## config.mk

```make
export PLATFORM = sky130hd
export DESIGN_NAME = spm_top
export DESIGN_NICKNAME = d
export VERILOG_FILES = /design/src/spm_pkg.sv /design/src/spm_top.sv /design/src/spm_sync.sv
export SDC_FILE = /design/constraint.sdc
export NUM_CORES = 1
export LEC_CHECK = 0
export ABC_AREA = 1
export BUFFER_PORTS_ARGS = -buffer_cell sky130_fd_sc_hd__buf_4
export CAP_MARGIN = 0
export CORE_MARGIN = 4
export CORE_UTILIZATION = 30
export CTS_CLUSTER_DIAMETER = 50
export DETAILED_ROUTE_END_ITERATION = 10
export GPL_ROUTABILITY_DRIVEN = 1
export GPL_TIMING_DRIVEN = 0
export PLACE_DENSITY = 0.54
export SLEW_MARGIN = 20
export SYNTH_ARGS = -nofsm -noshare
export SYNTH_HDL_FRONTEND = slang
export SYNTH_SLANG_ARGS = --single-unit
```

## constraint.sdc

```tcl
create_clock -name i_clock -period 1.4 [get_ports i_clock]
set_input_delay 0.07 -clock i_clock [delete_from_list [all_inputs] [get_ports i_clock]]
set_output_delay 0.07 -clock i_clock [all_outputs]
set_load 0.01 [all_outputs]
```

## src/spm_pkg.sv

```systemverilog
// Package with constants and types for the system power mode controller
package spm_pkg;

    localparam int unsigned RAM_SECTIONS = 8;

    // Register offsets (byte addresses)
    localparam logic [7:0] ADDR_TASKS = 8'h00;
    localparam logic [7:0] ADDR_DEEP_OFF = 8'h04;
    localparam logic [7:0] ADDR_CONFIG = 8'h08;
    localparam logic [7:0] ADDR_RETAIN = 8'h0C;
    localparam logic [7:0] ADDR_STATUS = 8'h10;
    localparam logic [7:0] ADDR_VREQ = 8'h14;

    // Task register bits
    localparam int unsigned TASK_FIXED_LAT_BIT = 0;
    localparam int unsigned TASK_LOW_PWR_BIT = 1;

    // Config register bits
    localparam int unsigned CFG_CORE_128_BIT = 0;
    localparam int unsigned CFG_FLASH_96_BIT = 1;
    localparam int unsigned CFG_USB_EN_BIT = 2;
    localparam int unsigned CFG_SEC_FORCE_OFF_BIT = 3;

    // Status register bit positions
    localparam int unsigned ST_MODE_LSB = 0;
    localparam int unsigned ST_SUBMODE_BIT = 2;
    localparam int unsigned ST_VRAISE_BIT = 3;
    localparam int unsigned ST_CLK_REQ_BIT = 4;
    localparam int unsigned ST_REG_LP_BIT = 5;
    localparam int unsigned ST_SEC_STATE_LSB = 6;
    localparam int unsigned ST_EMUL_BIT = 8;

    // Reset values
    localparam logic [31:0] CONFIG_RESET = 32'h0000_0000;
    localparam logic [31:0] RETAIN_RESET = 32'h0000_0000;

    // Length of the system reset pulse issued on wakeup, in cycles
    localparam int unsigned WAKE_RESET_CYCLES = 16;

    typedef enum logic [1:0] {
        SPM_ON,
        SPM_OFF,
        SPM_OFF_EMUL,
        SPM_WAKE
    } spm_mode_type;

    typedef enum logic [1:0] {
        SPM_SEC_IDLE,
        SPM_SEC_RUN,
        SPM_SEC_FORCED_OFF
    } spm_sec_type;

endpackage

```

## src/spm_top.sv

```systemverilog
// System power mode controller with AHB-Lite register slave
`timescale 1ns/1ps
// Summary of operation
// - After reset the system sits in the normal operating mode, never deep off.
// - In normal mode each block is idle or running per its configuration and activity.
// - The secondary core can be idle, running, or forced off by the primary core.
// - Idle submode choice applies only in normal mode with processor and peripherals idle.
// - The fixed-latency task selects the submode that keeps resources on for constant latency.
// - The low-power task selects the submode where the manager picks the cheapest supply.
// - Each entry into normal mode defaults the submode to low power.
// - Resource requests start and stop clock sources and pick regulator modes.
// - Supply voltage is raised for 128 MHz core, 96 MHz flash, USB, debug or radio request.
// - Writing the deep-off register powers down the core and ends all tasks.
// - Deep off wakes on GPIO, comparator, NFC, USB supply, debug start or pin reset.
// - Waking from deep off always performs a full system reset.
// - In deep off only RAM sections marked for retention stay powered.
// - With debug active, deep off is only emulated and debug resources stay powered.
module spm_top (
    input wire logic i_clock,
    input wire logic i_sys_rst,
    input wire logic i_clock_en,
    // AHB-Lite slave
    input wire logic i_hsel,
    input wire logic [31:0] i_haddr,
    input wire logic [1:0] i_htrans,
    input wire logic i_hwrite,
    input wire logic [2:0] i_hsize,
    input wire logic [31:0] i_hwdata,
    input wire logic i_hready,
    output logic [31:0] o_hrdata,
    output logic o_hreadyout,
    output logic o_hresp,
    // Task triggers from the interconnect, same clock
    input wire logic i_fixed_latency_task,
    input wire logic i_low_power_task,
    // Activity levels, same clock
    input wire logic i_cpu_idle,
    input wire logic i_periph_idle,
    input wire logic i_sec_cpu_idle,
    input wire logic i_sec_periph_idle,
    input wire logic i_hfclk_request,
    input wire logic i_lfclk_request,
    input wire logic i_radio_supply_domain_request,
    // Asynchronous wake sources and debug
    input wire logic i_gpio_detect,
    input wire logic i_comparator_wake_detect,
    input wire logic i_nfc_field_sense,
    input wire logic i_usb_supply_pin,
    input wire logic i_debug_active,
    input wire logic i_pin_reset,
    // Power and clock controls
    output logic o_core_power_on,
    output logic o_tasks_abort,
    output logic o_system_reset,
    output logic o_fixed_latency_mode,
    output logic o_voltage_raise,
    output logic o_hfclk_enable,
    output logic o_lfclk_enable,
    output logic o_regulator_low_power,
    output logic o_sec_core_run,
    output logic o_sec_core_power_on,
    output logic [spm_pkg::RAM_SECTIONS-1:0] o_ram_power_on,
    output logic o_debug_resources_on
);
    spm_pkg::spm_mode_type mode;
    spm_pkg::spm_sec_type sec_state;
    logic fixed_latency;
    logic [31:0] config_reg;
    logic [spm_pkg::RAM_SECTIONS-1:0] retain;
    logic [31:0] next_config;
    logic [spm_pkg::RAM_SECTIONS-1:0] next_retain;
    logic [4:0] wake_count;
    logic [5:0] async_sync;
    logic gpio_s, comp_s, nfc_s, usb_s, debug_s, pinrst_s;
    logic debug_d;
    logic wake_any;
    logic all_idle;
    logic vraise;

    // Address phase capture
    logic ap_valid, ap_write;
    logic [7:0] ap_addr;
    logic bus_task_fixed, bus_task_low, bus_deep_off;

    spm_sync #(
        .WIDTH(6)
    ) u_sync (
        .i_clock(i_clock),
        .i_sys_rst(i_sys_rst),
        .i_enable(i_clock_en),
        .i_async({i_pin_reset, i_debug_active, i_usb_supply_pin, i_nfc_field_sense,
                  i_comparator_wake_detect, i_gpio_detect}),
        .o_sync(async_sync)
    );
    assign {pinrst_s, debug_s, usb_s, nfc_s, comp_s, gpio_s} = async_sync;

    // Bus slave: zero wait states, always OKAY
    assign o_hreadyout = 1'b1;
    assign o_hresp = 1'b0;

    always_ff @(posedge i_clock) begin
        if (i_sys_rst) begin
            ap_valid <= 1'b0;
            ap_write <= 1'b0;
            ap_addr <= 8'h00;
        end else if (i_clock_en && i_hready) begin
            ap_valid <= i_hsel && i_htrans[1] && (i_hsize == 3'h2);
            ap_write <= i_hwrite;
            ap_addr <= i_haddr[7:0];
        end
    end

    wire wr_phase = i_clock_en && ap_valid && ap_write;
    assign bus_task_fixed = wr_phase && ap_addr == spm_pkg::ADDR_TASKS
                            && i_hwdata[spm_pkg::TASK_FIXED_LAT_BIT];
    assign bus_task_low = wr_phase && ap_addr == spm_pkg::ADDR_TASKS
                          && i_hwdata[spm_pkg::TASK_LOW_PWR_BIT];
    assign bus_deep_off = wr_phase && ap_addr == spm_pkg::ADDR_DEEP_OFF
                          && i_hwdata[0];

    // Next register contents, also seen by a read that follows a write back to back
    always_comb begin
        next_config = config_reg;
        next_retain = retain;
        if (wr_phase && ap_addr == spm_pkg::ADDR_CONFIG) begin
            next_config = {28'h0000000, i_hwdata[3:0]};
        end
        if (wr_phase && ap_addr == spm_pkg::ADDR_RETAIN) begin
            next_retain = i_hwdata[spm_pkg::RAM_SECTIONS-1:0];
        end
    end

    always_ff @(posedge i_clock) begin
        if (i_sys_rst) begin
            config_reg <= spm_pkg::CONFIG_RESET;
        end else begin
            config_reg <= next_config;
        end
    end

    always_ff @(posedge i_clock) begin
        if (i_sys_rst) begin
            retain <= spm_pkg::RETAIN_RESET[spm_pkg::RAM_SECTIONS-1:0];
        end else begin
            retain <= next_retain;
        end
    end

    // Read data is registered at the address phase
    always_ff @(posedge i_clock) begin
        if (i_sys_rst) begin
            o_hrdata <= 32'h0000_0000;
        end else if (i_clock_en && i_hready) begin
            o_hrdata <= 32'h0000_0000;
            if (i_hsel && i_htrans[1] && !i_hwrite) begin
                case (i_haddr[7:0])
                    spm_pkg::ADDR_CONFIG: o_hrdata <= next_config;
                    spm_pkg::ADDR_RETAIN: o_hrdata <= {24'h000000, next_retain};
                    spm_pkg::ADDR_STATUS: begin
                        o_hrdata[spm_pkg::ST_MODE_LSB +: 2] <= mode;
                        o_hrdata[spm_pkg::ST_SUBMODE_BIT] <= fixed_latency;
                        o_hrdata[spm_pkg::ST_VRAISE_BIT] <= vraise;
                        o_hrdata[spm_pkg::ST_CLK_REQ_BIT] <= o_hfclk_enable;
                        o_hrdata[spm_pkg::ST_REG_LP_BIT] <= o_regulator_low_power;
                        o_hrdata[spm_pkg::ST_SEC_STATE_LSB +: 2] <= sec_state;
                        o_hrdata[spm_pkg::ST_EMUL_BIT] <= (mode == spm_pkg::SPM_OFF_EMUL);
                    end
                    spm_pkg::ADDR_VREQ: o_hrdata <= {31'h00000000, vraise};
                    default: o_hrdata <= 32'h0000_0000;
                endcase
            end
        end
    end

    // Debug session start edge, read only from the second flop
    always_ff @(posedge i_clock) begin
        if (i_sys_rst) begin
            debug_d <= 1'b0;
        end else if (i_clock_en) begin
            debug_d <= debug_s;
        end
    end

    assign wake_any = gpio_s || comp_s || nfc_s || usb_s || (debug_s && !debug_d)
                      || pinrst_s;

    // Power mode state machine
    always_ff @(posedge i_clock) begin
        if (i_sys_rst) begin
            mode <= spm_pkg::SPM_ON;
            wake_count <= 5'h00;
        end else if (i_clock_en) begin
            case (mode)
                spm_pkg::SPM_ON: begin
                    if (bus_deep_off) begin
                        mode <= debug_s ? spm_pkg::SPM_OFF_EMUL : spm_pkg::SPM_OFF;
                    end
                end
                spm_pkg::SPM_OFF, spm_pkg::SPM_OFF_EMUL: begin
                    if (wake_any) begin
                        mode <= spm_pkg::SPM_WAKE;
                        wake_count <= 5'(spm_pkg::WAKE_RESET_CYCLES - 1);
                    end
                end
                spm_pkg::SPM_WAKE: begin
                    if (wake_count == 5'h00) begin
                        mode <= spm_pkg::SPM_ON;
                    end else begin
                        wake_count <= wake_count - 5'h01;
                    end
                end
                default: mode <= spm_pkg::SPM_ON;
            endcase
        end
    end

    // Idle submode; low power after every entry to normal mode
    assign all_idle = i_cpu_idle && i_periph_idle;

    always_ff @(posedge i_clock) begin
        if (i_sys_rst) begin
            fixed_latency <= 1'b0;
        end else if (i_clock_en) begin
            if (mode != spm_pkg::SPM_ON) begin
                fixed_latency <= 1'b0;
            end else if (i_low_power_task || bus_task_low) begin
                fixed_latency <= 1'b0;
            end else if (i_fixed_latency_task || bus_task_fixed) begin
                fixed_latency <= 1'b1;
            end
        end
    end

    // Secondary core state
    always_ff @(posedge i_clock) begin
        if (i_sys_rst) begin
            sec_state <= spm_pkg::SPM_SEC_IDLE;
        end else if (i_clock_en) begin
            if (config_reg[spm_pkg::CFG_SEC_FORCE_OFF_BIT] && !debug_s) begin
                sec_state <= spm_pkg::SPM_SEC_FORCED_OFF;
            end else if (i_sec_cpu_idle && i_sec_periph_idle) begin
                sec_state <= spm_pkg::SPM_SEC_IDLE;
            end else begin
                sec_state <= spm_pkg::SPM_SEC_RUN;
            end
        end
    end

    assign vraise = config_reg[spm_pkg::CFG_CORE_128_BIT] || config_reg[spm_pkg::CFG_FLASH_96_BIT]
                    || config_reg[spm_pkg::CFG_USB_EN_BIT] || debug_s
                    || i_radio_supply_domain_request;

    // Power, abort and reset outputs, registered
    always_ff @(posedge i_clock) begin
        if (i_sys_rst) begin
            o_core_power_on <= 1'b1;
            o_tasks_abort <= 1'b0;
            o_system_reset <= 1'b0;
            o_sec_core_power_on <= 1'b1;
            o_ram_power_on <= '1;
            o_debug_resources_on <= 1'b0;
        end else if (i_clock_en) begin
            o_core_power_on <= (mode != spm_pkg::SPM_OFF);
            o_tasks_abort <= (mode == spm_pkg::SPM_OFF) || (mode == spm_pkg::SPM_OFF_EMUL);
            o_system_reset <= (mode == spm_pkg::SPM_WAKE);
            o_sec_core_power_on <= sec_state != spm_pkg::SPM_SEC_FORCED_OFF
                                   && mode != spm_pkg::SPM_OFF;
            o_ram_power_on <= (mode == spm_pkg::SPM_OFF) ? retain : '1;
            o_debug_resources_on <= debug_s;
        end
    end

    // Submode and secondary core run outputs, registered
    always_ff @(posedge i_clock) begin
        if (i_sys_rst) begin
            o_fixed_latency_mode <= 1'b0;
            o_sec_core_run <= 1'b0;
        end else if (i_clock_en) begin
            o_fixed_latency_mode <= fixed_latency && mode == spm_pkg::SPM_ON && all_idle;
            o_sec_core_run <= sec_state == spm_pkg::SPM_SEC_RUN && mode == spm_pkg::SPM_ON;
        end
    end

    // Clock source, supply and regulator demand, registered
    always_ff @(posedge i_clock) begin
        if (i_sys_rst) begin
            o_voltage_raise <= 1'b0;
            o_hfclk_enable <= 1'b0;
            o_lfclk_enable <= 1'b0;
            o_regulator_low_power <= 1'b0;
        end else if (i_clock_en) begin
            o_voltage_raise <= vraise && mode != spm_pkg::SPM_OFF;
            o_hfclk_enable <= (mode == spm_pkg::SPM_OFF_EMUL) || (mode == spm_pkg::SPM_ON
                              && (i_hfclk_request || !all_idle || fixed_latency || vraise));
            o_lfclk_enable <= mode != spm_pkg::SPM_OFF && i_lfclk_request;
            o_regulator_low_power <= (mode == spm_pkg::SPM_OFF) || (mode == spm_pkg::SPM_ON
                                     && all_idle && !fixed_latency && !vraise);
        end
    end
endmodule

```

## src/spm_sync.sv

```systemverilog
// Two-flop synchroniser vector for asynchronous wake and debug inputs
`timescale 1ns/1ps
module spm_sync #(
    parameter int unsigned WIDTH = 1
) (
    input wire logic i_clock,
    input wire logic i_sys_rst,
    input wire logic i_enable,
    input wire logic [WIDTH-1:0] i_async,
    output logic [WIDTH-1:0] o_sync
);
    logic [WIDTH-1:0] stage1;

    genvar g;
    generate
        for (g = 0; g < WIDTH; g++) begin : g_bit
            always_ff @(posedge i_clock) begin
                if (i_sys_rst) begin
                    stage1[g] <= 1'b0;
                    o_sync[g] <= 1'b0;
                end else if (i_enable) begin
                    stage1[g] <= i_async[g];
                    o_sync[g] <= stage1[g];
                end
            end
        end
    endgenerate
endmodule

```

==> summary.md <==
| Metric | Value |
|---|---|
| Skew final | `0.00793 ns` |
| Clk pin slew, worst setup/hold paths | `0.06 ns` |
| Antenna diodes | `0` |
| Post-route ant nets | `0` |
| Ys Warns | `0` |
| FP Rows | `46` |
| P&R area growth vs syn | `47.1%` |
| DRC errors left | `0` |
| Max clock buf depth | `2` |
| Fin Setup TNS | `-1.58 ns` |
| Syn_nets | `723` |
| Cell repeated most along the worst path | `buf_4` |
| Dpl hpwl | `10,300 um` |
| Final Max Slew Viols | `0` |
| CTS tree | `done` |
| Avg WL per Cell | `between 10 and 15 um` |
| RSZ-0062 raised after global routing | `true` |
| Die Footprint | `18,300 um^2` |
| Total CTS buffers | `17` |
| Power Density | `1260 nW/um^2` |
| CP Cell Sequence | `nor2_2 -> nand2_2 -> nor2_4 -> buf_12 -> buf_4 -> nand2_8 -> buf_8 -> buf_4 -> nand3_1 -> o21ai_1` |
| Fin util | `about 45%` |
| Root Buffer | `clkbuf_16` |
| RePlAce Congestion | `0.812` |
| Rel. slew slack | `between 50% and 60%` |
| Antenna violations before repair | `0` |
| Overall routing resource usage | `15.9%` |
| Delay-heaviest family, CP | `buffers and inverters` |
| Filler cell count | `approximately 1,600` |
| Worst setup SP type | `flop` |
| Vias in the first global route | `~4,700` |
| CP max stage delay | `0.32 ns` |
| Nets | `877` |
| Worst-Skew Late Latency | `0.43 ns` |
| Largest net degree at the start of global routing | `17` |
| WP buf/inv | `4` |
| Yosys cell types | `37` |
| Worst Path Required | `1.71 ns` |
| VDD IR max | `0.000861 V` |
| Post-Synthesis Cells | `627` |
| CP max FO | `8` |
| Die width | `around 140 um` |
| DRT iter0 DRCs | `218` |
| Final setup viols | `32` |
| Fmax | `665 MHz` |
| Commonest non-fill, non-tap cells in the layout | `dfxtp_1 (119), buf_4 (106), nand2_1 (88)` |
| Wirelength, routed | `14,500 um` |
| Drt first pass iters | `6` |
| Via-to-Cell Ratio | `4.64` |
| Register area share after synthesis | `50.6%` |
| Final Hold Viols | `1` |
| Worst Setup Path Type | `flop to flop` |
| Worst min path class | `input port to flop` |
| Worst setup EP type | `flop` |
| Status | `finished with violations` |
| Final Power | `9050 uW` |
| Clock sinks | `123` |
| Avg Inst Size Synth | `7.77 um^2` |
| Most common cell after layout, fill and taps aside | `dfxtp_1` |
| Max cap viols | `0` |
| Final Hold Slack | `-0.0122 ns` |
| Vias | `4,684` |
| Critical Path AT | `1.82 ns` |
| Die Y | `135 um` |
| Share of layout cells above drive strength 1 | `29.8%` |
| Initial core utilization | `30.7%` |
| Yosys reg bits | `between 100 and 150` |
| Failing checks | `hold timing, setup timing` |
| Global-route wire length before repair | `approximately 23,000 um` |
| Final worst slack | `-0.104 ns` |
| H-tree Lvls | `4` |
| Number of buffers added on ports | `90` |
| Core Region | `15,900 um^2` |
| Crit share post-route | `107%` |
| I/O pin cnt | `143` |
| Slew @ Worst Pin | `0.653 ns` |
| Slowest CP cell | `dfxtp_2` |
| Remaining Overflow, GRT | `0` |
| Cell area after synthesis | `approximately 4900 um^2` |
| Leak Pwr | `0.00317 uW` |
| Min Clock Period, post-route | `1.50 ns` |
[tightest hold or removal path: cells and delay by family]
kind | cells | cell delay (ns)
AOI/OAI and AO/OA | 1 | 0.05
buffers and inverters | 1 | 0.08
and+or+nand+nor | 4 | 0.17
[area by class of cell]
cell class | count | area [um^2] | share of cell area, %
sequential | 123 | 2470 | 34.5
multi-input combinational | 408 | 2300 | 32.1
timing repair buffer | 135 | 1110 | 15.5
clock buffer | 17 | 425 | 5.94
tap | 216 | 270 | 3.77
inverter | 63 | 240 | 3.35
buffer | 33 | 178 | 2.48
clock inverter | 14 | 173 | 2.41
[per-layer routing]
layer / part of all wire (%) / wire length, um / vias to the layer above / GRT usage, %
li1: - / - / 2356 / -
met1: 43 / 6280 / 2183 / 18.8
met2: 47 / 6870 / 122 / 26.5
met3: 7.2 / 1040 / 23 / 5.91
met4: 1.9 / 281 / 0 / 5.54
met5: 0 / 0 / - / 0
[cells in the mapped netlist (all sizes together)]
cell type | count | area share [%]
a211oi | 3 | 0.46
a21oi | 33 | 3.9
buf | 13 | 1.5
clkbuf | 21 | 1.6
clkinv | 1 | 0.10
conb | 2 | 0.15
dfxtp | 123 | 51
ha | 6 | 1.5
inv | 62 | 4.8
nand2 | 104 | 8.3
nand3 | 98 | 10
nand3b | 5 | 0.77
nand4 | 2 | 0.26
nor2 | 75 | 6.3
nor3 | 5 | 0.75
o2111a | 1 | 0.23
o211ai | 8 | 1.2
o21ai | 58 | 6.2
o21bai | 1 | 0.15
o31ai | 1 | 0.15
o41ai | 1 | 0.18
or2 | 3 | 0.39
xor2 | 1 | 0.18
[repair_timing]
action	4_1_cts	5_1_grt
setup buffers	11	5
endpoints found under the setup margin	79	65
resized for setup	39	46
cloned	0	1
hold buffers	29	0
hold endpoints to repair	33	0
pin swaps	14	15
[through the flow]
step	setup slack, ns	cells	area [um^2]
global route	-0.213	1009	7170
CTS	-0.0761	1003	6960
floorplan	0.0114	627	4890
finish	-0.104	1009	7170
detailed placement	-0.318	933	5830
global placement	-0.332	933	5830
[logic make-up after synthesis]
kind of cell    count (synthesis)  share of synthesized area [%]
buf+inv                        97                           7.99
compound gates                106                           12.5
xor+xnor                        1                          0.180
other cells                     2                          0.154
simple gates                  292                           27.0
flops                         123                           50.6
fa+ha+maj                       6                           1.54
[report_power, final]
| group | leakage (uW) | switching [uW] | internal (uW) |
|---|---|---|---|
| clock network | 0.000289 | 1630 | 2790 |
| registers | 0.00100 | 79.2 | 3610 |
| logic | 0.00188 | 515 | 418 |
| total | 0.00317 | 2220 | 6820 |
[worst paths after layout]
| check | endpoint | slack [ns] | start | cells after the start |
|---|---|---|---|---|
| worst max-delay path | o_hrdata[22]$_SDFFE_PP0P_ | -0.10 | ap_addr[7]$_SDFFE_PP0P_ | 10 |
| worst min-delay path | fixed_latency$_SDFFE_PP0P_ | -0.01 | i_low_power_task | 6 |
| worst max register to register | o_hrdata[22]$_SDFFE_PP0P_ | -0.10 | ap_addr[7]$_SDFFE_PP0P_ | 10 |
| worst min register to register | config_reg[4]$_SDFF_PP0_ | 0.44 | config_reg[4]$_SDFF_PP0_ | 2 |
No activity file was read; power rests on OpenSTA's default activity.
